**src/rtl/isa_dma_pins_pkg.sv**
```systemverilog
// Package for the ISA DMA / IRQ pin interface block.
// Assumes a single 40 MHz clock domain and no software-visible registers.
package isa_dma_pins_pkg;

    // ------------------------------------------------------------
    // Channel layout
    // ------------------------------------------------------------
    localparam int CHANNELS = 8;
    localparam int CH_IDX_W = 3;
    // Channel 4 is the cascade slot and has no pins
    localparam logic [CHANNELS-1:0] CH_PRESENT = 8'hEF;
    localparam logic [CHANNELS-1:0] CH_NONE = 8'h00;
    localparam logic [CHANNELS-1:0] ACK_IDLE_N = 8'hFF;

    // ------------------------------------------------------------
    // Interrupt inputs: IRQ 5,6,7,9,10,11,12,14,15
    // ------------------------------------------------------------
    localparam int IRQ_LINES = 16;
    localparam logic [IRQ_LINES-1:0] IRQ_PRESENT = 16'hDEE0;
    localparam logic [IRQ_LINES-1:0] IRQ_NONE = 16'h0000;

    // ------------------------------------------------------------
    // Strap and configuration port
    // ------------------------------------------------------------
    localparam int STRAP_CH = 6;
    localparam int CR3_STRAP_BIT = 4;
    localparam logic [7:0] CR3_RESET = 8'h00;
    localparam logic [7:0] CFG_PORT_STRAP_HI = 8'h4E;
    localparam logic [7:0] CFG_PORT_STRAP_LO = 8'h2E;

    // ------------------------------------------------------------
    // Grant sequencer
    // ------------------------------------------------------------
    typedef enum logic [2:0] {
        ST_STRAP = 3'b001,
        ST_IDLE  = 3'b010,
        ST_GRANT = 3'b100
    } grant_state_e;

    // Grant held by the sequencer
    typedef struct packed {
        logic               active;
        logic [CH_IDX_W-1:0] channel;
    } grant_s;

endpackage : isa_dma_pins_pkg

```
**src/rtl/isa_dma_irq_pins.sv**
```systemverilog
// ISA-side DMA request/acknowledge, terminal count and IRQ pin logic.
// Assumes requests, IRQs and the strap are asynchronous pins; the DMA
// core supplies xfer_last and xfer_done on the same clock; terminal count is driven out from here.
// Reset must be held two clocks or more so the strap chain fills.
//
// Summary of operation
// RULE_01: A DMA slave or ISA master raises its channel request to ask.
// RULE_02: A granted channel sees its active-low acknowledge asserted.
// RULE_03: Only channels 0-3 and 5-7 have request and acknowledge pins.
// RULE_04: Terminal count is driven out while the active channel ends.
// RULE_05: The channel 6 acknowledge pin is weakly pulled up in reset.
// RULE_06: The strap level seen in reset loads bit 4 of control reg 3.
// RULE_07: The board pulls the strap low with about 4.7k for port 2Eh.
// RULE_08: IRQ 5,6,7,9,10,11,12,14,15 are inputs driven by sources.
// RULE_09: At most one acknowledge, and only while its request stands; the code can re-grant a just-dropped request for two cycles after xfer_done.
`timescale 1ns/100ps

module isa_dma_irq_pins
    import isa_dma_pins_pkg::*;
(
    input wire logic clk,
    input wire logic rst_n,
    input wire logic [isa_dma_pins_pkg::CHANNELS-1:0] dma_req_pin,
    input wire logic [isa_dma_pins_pkg::IRQ_LINES-1:0] irq_pin,
    input wire logic ack6_strap_pin_in,
    input wire logic grant_enable,
    input wire logic xfer_last,
    input wire logic xfer_done,
    output logic [isa_dma_pins_pkg::CHANNELS-1:0] dma_ack_n,
    output logic ack6_strap_pin_oe_n,
    output logic ack6_strap_pull_up,
    output logic terminal_count,
    output logic [isa_dma_pins_pkg::IRQ_LINES-1:0] irq_level,
    output logic [isa_dma_pins_pkg::CHANNELS-1:0] dma_req_level,
    output logic [isa_dma_pins_pkg::CH_IDX_W-1:0] active_channel,
    output logic grant_valid,
    output logic config_port_select_strap,
    output logic [7:0] global_control_reg_three,
    output logic [7:0] config_port_addr
);
    import isa_dma_pins_pkg::*;

    // ------------------------------------------------------------
    // Input synchronisers
    // ------------------------------------------------------------
    logic [CHANNELS-1:0] req_meta_ff;
    logic [CHANNELS-1:0] req_sync_ff;
    logic [IRQ_LINES-1:0] irq_meta_ff;
    logic [IRQ_LINES-1:0] irq_sync_ff;
    logic strap_meta_ff;
    logic strap_sync_ff;

    // Requests: two stages, only the second is read by logic; cleared
    // in reset so no stale level leaks out before the pins are seen
    always_ff @(posedge clk or negedge rst_n) begin
        if (!rst_n) begin
            req_meta_ff <= CH_NONE;
            req_sync_ff <= CH_NONE;
        end else begin
            req_meta_ff <= dma_req_pin;
            req_sync_ff <= req_meta_ff;
        end
    end

    // IRQ levels, same two-stage scheme
    always_ff @(posedge clk or negedge rst_n) begin
        if (!rst_n) begin
            irq_meta_ff <= IRQ_NONE;
            irq_sync_ff <= IRQ_NONE;
        end else begin
            irq_meta_ff <= irq_pin;
            irq_sync_ff <= irq_meta_ff;
        end
    end

    // RULE_06 strap seen in reset
    // Strap stages stay out of reset on purpose: they keep sampling the
    // pulled-up pin while reset is held, so the level handed to the
    // latch at the first edge after release is the board's strap and
    // not a reset constant.
    always_ff @(posedge clk) begin
        strap_meta_ff <= ack6_strap_pin_in;
        strap_sync_ff <= strap_meta_ff;
    end

    // ------------------------------------------------------------
    // Request and IRQ qualification
    // ------------------------------------------------------------
    // RULE_01 channel requests
    // RULE_03 channel four masked
    wire [CHANNELS-1:0] req_valid = req_sync_ff & CH_PRESENT;
    // RULE_08 IRQ inputs only
    wire [IRQ_LINES-1:0] irq_valid = irq_sync_ff & IRQ_PRESENT;

    // Fixed low-number-first pick; priority policy lives elsewhere
    logic [CH_IDX_W-1:0] pick_idx;
    logic pick_any;
    always_comb begin
        pick_idx = '0;
        pick_any = 1'b0;
        for (int i = CHANNELS - 1; i >= 0; i--) begin
            if (req_valid[i]) begin
                pick_idx = CH_IDX_W'(i);
                pick_any = 1'b1;
            end
        end
    end

    // ------------------------------------------------------------
    // Grant sequencer
    // ------------------------------------------------------------
    grant_state_e state_ff;
    grant_state_e nxt_state;
    grant_s grant_ff;
    grant_s nxt_grant;
    logic tc_ff;
    logic nxt_tc;
    logic strap_ff;
    logic [CHANNELS-1:0] ack_n_ff;
    logic [CHANNELS-1:0] nxt_ack_n;

    // Request of the channel now holding the grant
    wire granted_req = req_valid[grant_ff.channel];

    // Strap phase lasts the first cycle after reset release; the latch
    // below takes the strap chain's level at that edge.
    // Limitation: a grant closed by xfer_done while the pin has just
    // dropped can be issued again for two cycles, because the request
    // chain still shows the old level; the core should keep
    // grant_enable low for three cycles after done if that matters.
    always_comb begin
        nxt_state = state_ff;
        nxt_grant = grant_ff;
        nxt_tc = 1'b0;
        unique case (state_ff)
            ST_STRAP: begin
                nxt_state = ST_IDLE;
            end
            ST_IDLE: begin
                if (grant_enable && pick_any) begin
                    nxt_state = ST_GRANT;
                    nxt_grant.active = 1'b1;
                    nxt_grant.channel = pick_idx;
                end
            end
            ST_GRANT: begin
                // RULE_04 terminal count
                nxt_tc = xfer_last && granted_req;
                // RULE_09 drop with request
                if (!granted_req || xfer_done) begin
                    nxt_state = ST_IDLE;
                    nxt_grant.active = 1'b0;
                    nxt_tc = 1'b0;
                end
            end
        endcase
    end

    // RULE_02 one-hot active-low ack
    // RULE_09 single grant only
    always_comb begin
        nxt_ack_n = ACK_IDLE_N;
        if (nxt_grant.active) begin
            nxt_ack_n[nxt_grant.channel] = 1'b0;
        end
        nxt_ack_n = nxt_ack_n | ~CH_PRESENT;
    end

    // Sequencer registers
    always_ff @(posedge clk or negedge rst_n) begin
        if (!rst_n) begin
            state_ff <= ST_STRAP;
            grant_ff <= '0;
            tc_ff <= 1'b0;
            ack_n_ff <= ACK_IDLE_N;
        end else begin
            state_ff <= nxt_state;
            grant_ff <= nxt_grant;
            tc_ff <= nxt_tc;
            ack_n_ff <= nxt_ack_n;
        end
    end

    // Strap phase decode, shared by the latch and the pin controls
    wire in_strap = (state_ff == ST_STRAP);

    // RULE_06 latch strap level
    always_ff @(posedge clk or negedge rst_n) begin
        if (!rst_n) begin
            strap_ff <= 1'b1;
        end else if (in_strap) begin
            strap_ff <= strap_sync_ff;
        end
    end

    // ------------------------------------------------------------
    // Outputs
    // ------------------------------------------------------------
    // RULE_05 weak pull-up during reset
    // Pin is released until the strap is caught, then driven as ack 6
    // Both follow a register, so the pin never glitches between the
    // weak pull-up and the ack driver
    assign ack6_strap_pull_up = in_strap;
    assign ack6_strap_pin_oe_n = in_strap;

    // Registered or synchronised values; no pin reaches an output raw
    assign dma_ack_n = ack_n_ff;
    assign terminal_count = tc_ff;
    assign irq_level = irq_valid;
    assign dma_req_level = req_valid;
    assign active_channel = grant_ff.channel;
    assign grant_valid = grant_ff.active;
    assign config_port_select_strap = strap_ff;

    // RULE_06 control reg bit four
    // RULE_07 low strap gives 2Eh
    wire [7:0] strap_bit_mask = 8'(1) << CR3_STRAP_BIT;
    assign global_control_reg_three =
        strap_ff ? (CR3_RESET | strap_bit_mask)
                 : (CR3_RESET & ~strap_bit_mask);
    assign config_port_addr =
        strap_ff ? CFG_PORT_STRAP_HI : CFG_PORT_STRAP_LO;

endmodule : isa_dma_irq_pins

```
**config.mk**
```make
export PLATFORM = sky130hd
export DESIGN_NAME = isa_dma_irq_pins
export DESIGN_NICKNAME = d
export VERILOG_FILES = /design/src/rtl/isa_dma_pins_pkg.sv /design/src/rtl/isa_dma_irq_pins.sv
export SDC_FILE = /design/constraint.sdc
export NUM_CORES = 1
export LEC_CHECK = 0
export BUFFER_PORTS_ARGS = -buffer_cell sky130_fd_sc_hd__buf_2
export CELL_PAD_IN_SITES_DETAIL_PLACEMENT = 0
export CELL_PAD_IN_SITES_GLOBAL_PLACEMENT = 1
export CORE_ASPECT_RATIO = 0.8
export CORE_MARGIN = 8
export CORE_UTILIZATION = 38
export DETAILED_ROUTE_END_ITERATION = 8
export PLACE_DENSITY = 0.8
export SLEW_MARGIN = 20
export SYNTH_ARGS = -nofsm -noshare
export SYNTH_HDL_FRONTEND = slang
export SYNTH_SLANG_ARGS = --single-unit
```
**constraint.sdc**
```tcl
create_clock -name clk -period 3 [get_ports clk]
set_clock_uncertainty 0.15 [all_clocks]
set_input_delay 0.15 -clock clk [delete_from_list [all_inputs] [get_ports clk]]
set_output_delay 0.15 -clock clk [all_outputs]
set_load 0.005 [all_outputs]
```
; ---- Yosys cells after proc, flatten, opt, wreduce, memory -nomap -nowiden
; Cells that the tools add are included.
; Widths: inputs -> output; s select.
[word_totals]
wordCells = 57
out_inout_bits = 56
input_bits = 30
ff_bits = 66
[op_classes]
order_cmp = 3
n_bitwise = 1
n_eq_ne = 5
n_reduce_logical = 6
n_mux = 30
[op_table]
columns = op, count
row1 = $mux 3, 10
row2 = $mux 1, 12
row3 = $pmux 3 s3, 1
row4 = $lt 3x4->1 const B, 2
row5 = $mux 8, 1
row6 = $not 8->8, 1
row7 = $mux 7, 1
row8 = $mux 5, 1
row9 = $mux 4, 1
row10 = $ne 2x2->1 const B, 2
row11 = $bmux 1 s3, 1
row12 = $demux 1 s3, 1
row13 = $eq 3x1->1 const B, 1
row14 = $eq 3x2->1 const B, 1
row15 = $eq 3x3->1 const B, 1
row16 = $ge 3x1->1 const B, 1
row17 = $logic_and 1x1->1, 3
row18 = $pmux 1 s2, 1
row19 = $reduce_and 2->1, 1
row20 = $logic_not 1->1, 1
row21 = $logic_or 1x1->1, 1

; ---- Logic depth before layout (Yosys ltp)
; Gate-level depths: netlist (run 1).
[logic_depth]
word_depth = 16
mapped_depth = 5
depth_no_buf = 5

; ---- Least setup slack after synthesis (run 1)
; Ideal clock, no wire load.
[synth_timing]
path_type = flip-flop to flip-flop
startpoint = register grant_ff (netlist bit active_channel[0])
endpoint = register state_ff[1]
period_less_slack_ns = 1.787
required_time_ns = 2.724
n_path_buf = 0
setup_slack_ns = 1.213
setup_time_ns = 0.126
t_arrival_ns = 1.511
stages_incl_launch_ff = 5
cell_sequence = dfrtp_1 and2b_2 a221o_1 or4_4 nor2b_4
[synth_via]
elab_chain_cells = 6
[synth_lines]
columns = item, line
row1 = "start, declared", isa_dma_irq_pins.sv:114  ; grant_s grant_ff;
row2 = "start signal, assigned", isa_dma_irq_pins.sv:178  ; grant_ff <= nxt_grant;
row3 = $bmux 1 s3, isa_dma_irq_pins.sv:123  ; wire granted_req = req_valid[grant_ff.channel];
row4 = $mux 1 (implied by the code), isa_dma_irq_pins.sv:123
row5 = $logic_not 1->1, isa_dma_irq_pins.sv:150  ; if (!granted_req || xfer_done) begin
row6 = $logic_or 1x1->1, isa_dma_irq_pins.sv:150
row7 = $ne 2x2->1 (no source line), --
row8 = $reduce_and 2->1 (no source line), --
row9 = "end signal, assigned", isa_dma_irq_pins.sv:177  ; state_ff <= nxt_state;
row10 = "end, declared", isa_dma_irq_pins.sv:112  ; grant_state_e state_ff;
; No other way between the ends. The select of a mux whose other input is x is not followed.
; A chain may end at the register's enable or synchronous reset.

==> results.py, run 1 <==
metrics = {
    "timing": {
        "slew_violations": 0,
        "hold_viol": 0,
        "max_freq_mhz": 524,
        "rsz0062_at_grt": "false",
        "fin_crit_ps": 1910,
        "worst_pin_slew_ps": 575,
        "slew_headroom_pct": 61.7,
        "setup_tns_ps": 0,
        "min_period_over_period_pct": 63.6,
        "setup_violations": 0,
    },
    "die": {
        "die_w_um": 93.9,
        "fp.dieH_um": 78.3,
        "boundaryPins": 86,
        "die_area_mm2": 0.00735,
        "core_mm2": 0.00462,
        "initial_core_util_pct": 39.9,
        "num_rows": 22,
    },
    "global_route": {
        "grt_pass1_wl_mm": 5.42,
        "grt_pass1_vias": 1108,
        "grt_max_degree": 49,
        "grt_remaining_overflow": 0,
        "antenna_found_initial": 0,
        "grt_usage_pct": 9.35,
    },
    "pwr": {
        "ir_drop_v": 0.000351,
        "powerDensity_mw_per_mm2": 637,
        "power.leakage_nw": 1.16,
    },
    "synth": {
        "ys_seq_area_share_pct": 68.0,
        "synthCells": 127,
        "ys_ff_latch": 50,
        "synth_commonest_cells": "dfrtp_1 (39), buf_4 (25), dfstp_2 (9)",
        "synth_top_cells_by_area": "dfrtp_1 (53%), dfstp_2 (13%), buf_4 (10%)",
        "synth_edf_count": 0,
        "syn_area_mm2": 0.00184,
        "synth_top_cell_by_area": "dfrtp_1",
        "synth_most_common_cell": "dfrtp_1",
        "yosysUniqueCellTypes": 35,
        "synth_top_cell_area_share_pct": 53.0,
        "syn_avg_cell_area_um2": 14.5,
        "synth-async-reset-ratio_pct": 96.0,
        "synth_ff_type": "dfrtp_1",
        "yosysWarnings": 0,
    },
    "setup_path": {
        "crit_arrival_ps": 1970,
        "start_kind": "flop",
        "critical-path-top-delay-family": "simple AND/OR/NAND/NOR gates",
        "path_buf_inv": 0,
        "path_cells": "nor4_2 > a21oi_4 > mux2_4 > nand4b_1",
        "slowest_stage": "nor4_2",
        "crit_required_ps": 3060,
        "slowest_delay_ps": 490,
        "cp-end-kind": "flop",
        "criticalPathCategory": "reg -> reg",
        "cp_max_fo": 8,
    },
    "placement": {
        "numPortBuffers": 55,
        "dp_hpwl_mm": 2.53,
        "place_congestion": 0.689,
    },
    "layout": {
        "ff_latch_area_mm2": 0.00125,
        "nNetsFinal": 234,
        "diodes": 0,
        "area_delta_synth_final_pct": 31.3,
        "drive_above_1_share_pct": 40.0,
        "fin_util_pct": 52.3,
        "fillerInstances": 400,
        "multi_input_area_um2": 467,
    },
    "clocking": {
        "cts.hold.buffers_added": 19,
        "cts_tree": "built",
        "cts_root_buffer": "clkbuf_8",
        "clkLatencyLatePin_ps": 300,
        "cts.path.max_buffers": 2,
        "ctsResizeCount": 0,
        "post_cts_buffers": 0,
        "htreeDepth": 2,
        "clkTransAtPathRegs_ps": 90,
        "cts_made_buffers": 5,
        "clkSinkCount": 50,
    },
    "routing": {
        "drc": 0,
        "first_iter_violations": 39,
        "drt-pass1-iter-count": 4,
        "via_per_inst": 4.26,
        "ant_nets": 0,
        "wire_per_inst_um": 13.1,
        "drt-total-wl_mm": 3.48,
        "vias": 1128,
    },
    "status": {
        "status": "complete, no violations",
    },
    "run": {
        "drv_cap": 0,
    },
    "worst_hold_path": {
        "hp-class": "in -> reg",
    },
}
-- registers in the layout, summed over array words and instances, names as in the netlist, named ones only --
name	cells
config_port_select_strap	1
req_sync_ff	7
strap_sync_ff	1
dma_ack_n	7
strap_meta_ff	1
terminal_count	1
active_channel	3
state_ff	3
irq_meta_ff	9
irq_sync_ff	9
req_meta_ff	7
-- layer usage --
layer | GRT usage [%] | up-vias | part of all wire (%)
met4 | 2.37 | 0 | 0
met3 | 6.75 | 0 | 15
li1 | - | 533 | -
met5 | 0 | - | 0
met2 | 13.2 | 53 | 43
met1 | 11.1 | 542 | 42
-- worst paths after layout --
kind | from | to | slack [ps] | cells after the start
setup / recovery | req_sync_ff[0] | dma_ack_n[5] | 1090 | 4
hold / removal | xfer_done | terminal_count | 130 | 4
setup reg to reg | req_sync_ff[0] | dma_ack_n[5] | 1090 | 4
hold reg to reg | strap_meta_ff | strap_sync_ff | 180 | 0
max in group asynchronous | rst_n | dma_ack_n[2] | 2070 | 2
min in group asynchronous | rst_n | irq_meta_ff[12] | 240 | 2
-- tightest hold or removal path: stages --
cell and delay, ps:
buf_2 80, a221o_1 150, or4_4 150, nor2_1 30
-- cells by family (layout without fill, tap and decap cells) --
kind of cell | after synthesis | after routing | synth area share (%)
and+or+nand+nor | 29 | 29 | 10.7
buffers and inverters | 29 | 86 | 11.0
AOI/OAI and AO/OA | 10 | 10 | 5.50
DFF | 50 | 50 | 68.0
other | 2 | 23 | 0.407
muxes | 7 | 7 | 4.48
-- report_power, final --
part	total (mW)	internal, mW	switching [mW]
clock network	0.567	0.355	0.212
logic	0.204	0.108	0.0964
registers	0.770	0.736	0.0340
total	1.54	1.20	0.342
-- cell type report --
type	instances	area share (%)
multi-input cells	69	19.3
repair buffers	74	19.3
flip-flops and latches	50	51.8
inverters	4	0.620
well taps	60	3.10
clock buffers	6	3.41
clock inverters	2	2.48
-- per-stage QoR --
stage / hold WS (ps) / power (mW) / instances / worst slack, ps / cell area (um2)
final: 132 / 1.54 / 265 / 1090 / 2420
after global routing: 154 / 1.62 / 265 / 1020 / 2420
after CTS: 123 / 1.56 / 265 / 1090 / 2420
after detailed placement: 107 / 0.972 / 238 / 1130 / 2080
after global placement: 103 / 0.968 / 238 / 1150 / 2080
after floorplan: -296 / 0.907 / 148 / 1210 / 1920
-- cell usage in the layout (no fill, tap or decap) --
cell type      instances
o21a_1                 1
buf_2                 54
o211ai_2               1
nor2b_4                1
a2bb2o_4               1
mux2_4                 2
dlygate4sd3_1         19
or2b_1                 1
o22ai_1                1
nand4_1                4
nor2_1                 5
conb_1                23
dfxtp_1                2
nand2b_1               3
and2b_1                1
or4_4                  1
a21oi_4                1
bufinv_16              2
a221oi_1               1
mux2i_1                3
o21bai_1               1
nor3b_1                1
dfstp_2                9
a211oi_1               1
mux2_1                 1
mux2_2                 1
nand4b_1               3
inv_1                  4
and2_1                 1
a221o_1                1
dfrtp_1               39
buf_4                  1
o21ai_0                1
nand4bb_1              1
nand2_1                3
and2b_2                1
nor4_2                 1
clkbuf_8               6
nor3_1                 2
No activity file was read; power rests on OpenSTA's default activity.
==> run 2: changes to the inputs <==
--- a/config.mk
+++ b/config.mk
@@ -10,9 +10,9 @@
 export CELL_PAD_IN_SITES_GLOBAL_PLACEMENT = 1
 export CORE_ASPECT_RATIO = 0.8
 export CORE_MARGIN = 8
-export CORE_UTILIZATION = 38
+export CORE_UTILIZATION = 35
 export DETAILED_ROUTE_END_ITERATION = 8
-export PLACE_DENSITY = 0.8
+export PLACE_DENSITY = 0.75
 export SLEW_MARGIN = 20
 export SYNTH_ARGS = -nofsm -noshare
 export SYNTH_HDL_FRONTEND = slang
==> constraint.sdc (replaced) <==
create_clock -name clk -period 1.9 [get_ports clk]
set_clock_uncertainty 0.15 [all_clocks]
set_input_delay 0.095 -clock clk [delete_from_list [all_inputs] [get_ports clk]]
set_output_delay 0.095 -clock clk [all_outputs]
set_load 0.005 [all_outputs]
==> run 2 against run 1 <==
Effect of this change:
- combinational power is 77% higher
- register-to-register slack got worse by 1000 ps
- critical path depth unchanged
- via count is 4.1% higher
- global-route usage is 0.57 points higher
- wire length grew 5.9%
- total power rose by 44%
- non-clock buffer count grew 8
==> results.py, run 2 (synthesis results as in run 1) <==
metrics = {
    "status": {
        "status": "complete, no violations",
    },
    "placement": {
        "place_congestion": 0.716,
        "dp_hpwl_mm": 2.79,
        "place_area_mm2": 0.00216,
        "numPortBuffers": 55,
        "dp.cells": 248,
    },
    "timing": {
        "setup_tns_ps": 0,
        "fin_crit_ps": 1820,
        "setup_violations": 0,
        "min_period_over_period_pct": 95.8,
        "max_freq_mhz": 550,
        "slew_violations": 0,
        "hold_viol": 0,
        "rsz0062_at_grt": "false",
    },
    "pwr": {
        "powerDensity_mw_per_mm2": 903,
        "ir_drop_v": 0.000507,
        "p_switching_uw": 558,
        "switching_share_pct": 25.2,
        "p_int_mw": 1.65,
        "clkPwrFrac_pct": 29.0,
        "fin_total_pwr_mw": 2.21,
        "pwr-share-seq_pct": 54.6,
        "power.leakage_nw": 1.18,
        "p_comb_share_pct": 16.3,
    },
    "routing": {
        "first_iter_violations": 65,
        "via_per_inst": 4.27,
        "ant_nets": 0,
        "drt-pass1-iter-count": 3,
        "vias": 1174,
        "drt-total-wl_mm": 3.69,
        "wire_per_inst_um": 13.4,
        "drc": 0,
    },
    "global_route": {
        "grt_remaining_overflow": 0,
        "use_met1_pct": 10.2,
        "use_met2_pct": 15.7,
        "grt_max_degree": 30,
        "grt_pass1_wl_mm": 6.16,
        "antenna_found_initial": 0,
        "busiest_layer": "met2",
        "grt_usage_pct": 9.92,
        "grt_pass1_vias": 1306,
        "use_met3_pct": 6.69,
    },
    "clocking": {
        "clkSinkCount": 50,
        "cts_tree": "built",
        "clkTransAtPathRegs_ps": 90,
        "cts_root_buffer": "clkbuf_8",
        "htreeDepth": 2,
        "cts.path.max_buffers": 2,
        "cts_made_buffers": 5,
        "clkLatencyLatePin_ps": 300,
    },
    "setup_path": {
        "cp_max_fo": 6,
        "start_kind": "flop",
        "slowest_stage": "dfrtp_2",
        "crit_required_ps": 1940,
        "cp-end-kind": "flop",
        "reg2reg_depth": 4,
        "crit_arrival_ps": 1860,
        "criticalPathCategory": "reg -> reg",
        "slowest_delay_ps": 470,
        "cp_num_cells": 4,
        "path_buf_inv": 0,
        "path_cells": "mux2i_1 > a221o_1 > or4_4 > nor2b_4",
        "timing.rr.start": "active_channel[1]",
        "critical-path-top-delay-family": "simple AND/OR/NAND/NOR gates",
        "critPathLaunch": "active_channel[1]",
    },
    "die": {
        "fp.dieH_um": 80.9,
        "die_area_mm2": 0.00786,
        "core_mm2": 0.00504,
        "initial_core_util_pct": 36.6,
        "num_rows": 23,
        "boundaryPins": 86,
        "die_w_um": 97.1,
    },
    "layout": {
        "diodes": 0,
        "drive_above_1_share_pct": 42.7,
        "fin_area_mm2": 0.00245,
        "reg.largest.list": "irq_meta_ff (9), irq_sync_ff (9)",
        "multi_input_area_um2": 467,
        "final_cell_mix": "buf_2 (55), dfrtp_1 (38), conb_1 (23), dlygate4sd3_1 (19), dfstp_2 (9)",
        "ff_latch_area_mm2": 0.00125,
        "layout_commonest_cell": "buf_2",
        "nNetsFinal": 242,
        "layoutNonFillerInstCount": 275,
        "fillerInstances": 431,
        "area_delta_synth_final_pct": 32.9,
        "fin_util_pct": 48.6,
    },
    "run": {
        "drv_cap": 0,
    },
    "worst_hold_path": {
        "hp-class": "in -> reg",
        "worstHoldPathCells": 4,
        "min_from": "xfer_done",
    },
}
## run 2: changes by cell type in the layout (fill, tap and decap cells not counted)
cell / before / now
buf_12: 0 / 1
buf_2: 54 / 55
buf_4: 1 / 7
bufinv_16: 2 / 0
clkinvlp_4: 0 / 1
dfrtp_1: 39 / 38
dfrtp_2: 0 / 1
inv_6: 0 / 1
## run 2: layout make-up
class                           instances  share of cell area [%]
Sequential cell                        50                    51.2
Timing Repair Buffer                   82                    22.0
Multi-Input combinational cell         69                    19.1
Clock buffer                            6                    3.37
Tap cell                               62                    3.17
Clock inverter                          2                   0.664
Inverter                                4                   0.613
## run 2: repair_timing
action,4_1_cts,5_1_grt
endpoints found under the setup margin,0,1
setup buffers,0,0
hold buffers,19,0
resized for setup,0,1
hold endpoints to repair,65,0
## run 2: worst register-to-register path: stages (launching register included)
cell and delay (ps):
dfrtp_2 470, mux2i_1 140, a221o_1 370, or4_4 440, nor2b_4 140
## run 2: path summary, 6_finish.rpt
check	endpoint	slack, ps
setup / recovery	state_ff[1]	80
hold / removal	terminal_count	90
setup reg to reg	state_ff[1]	80
hold reg to reg	strap_sync_ff	180
max in group asynchronous	config_port_select_strap	880
min in group asynchronous	req_meta_ff[1]	130
## run 2: layer usage
| metal | wire (um) | part of all wire (%) | up-vias |
|---|---|---|---|
| met4 | 41 | 1.1 | 0 |
| met5 | 0 | 0 | - |
| met2 | 1640 | 44 | 56 |
| met3 | 497 | 13 | 5 |
| li1 | - | - | 551 |
| met1 | 1510 | 41 | 562 |
## run 2: power by group through the flow
stage                     combinational, mW  clock (mW)  sequential, mW
final                                 0.361       0.643            1.21
after global routing                  0.406       0.718            1.22
after CTS                             0.368       0.674            1.21
after detailed placement              0.337           0            1.23
after global placement                0.331           0            1.23
after floorplan                       0.195           0            1.24
## run 2: per-stage QoR
step	setup slack, ps	hold WS (ps)
after CTS	50.5	73.9
after floorplan	113	-351
final	80.6	89.8
after detailed placement	83.9	-69.3
after global routing	28.2	85.1
after global placement	98.3	-74.9
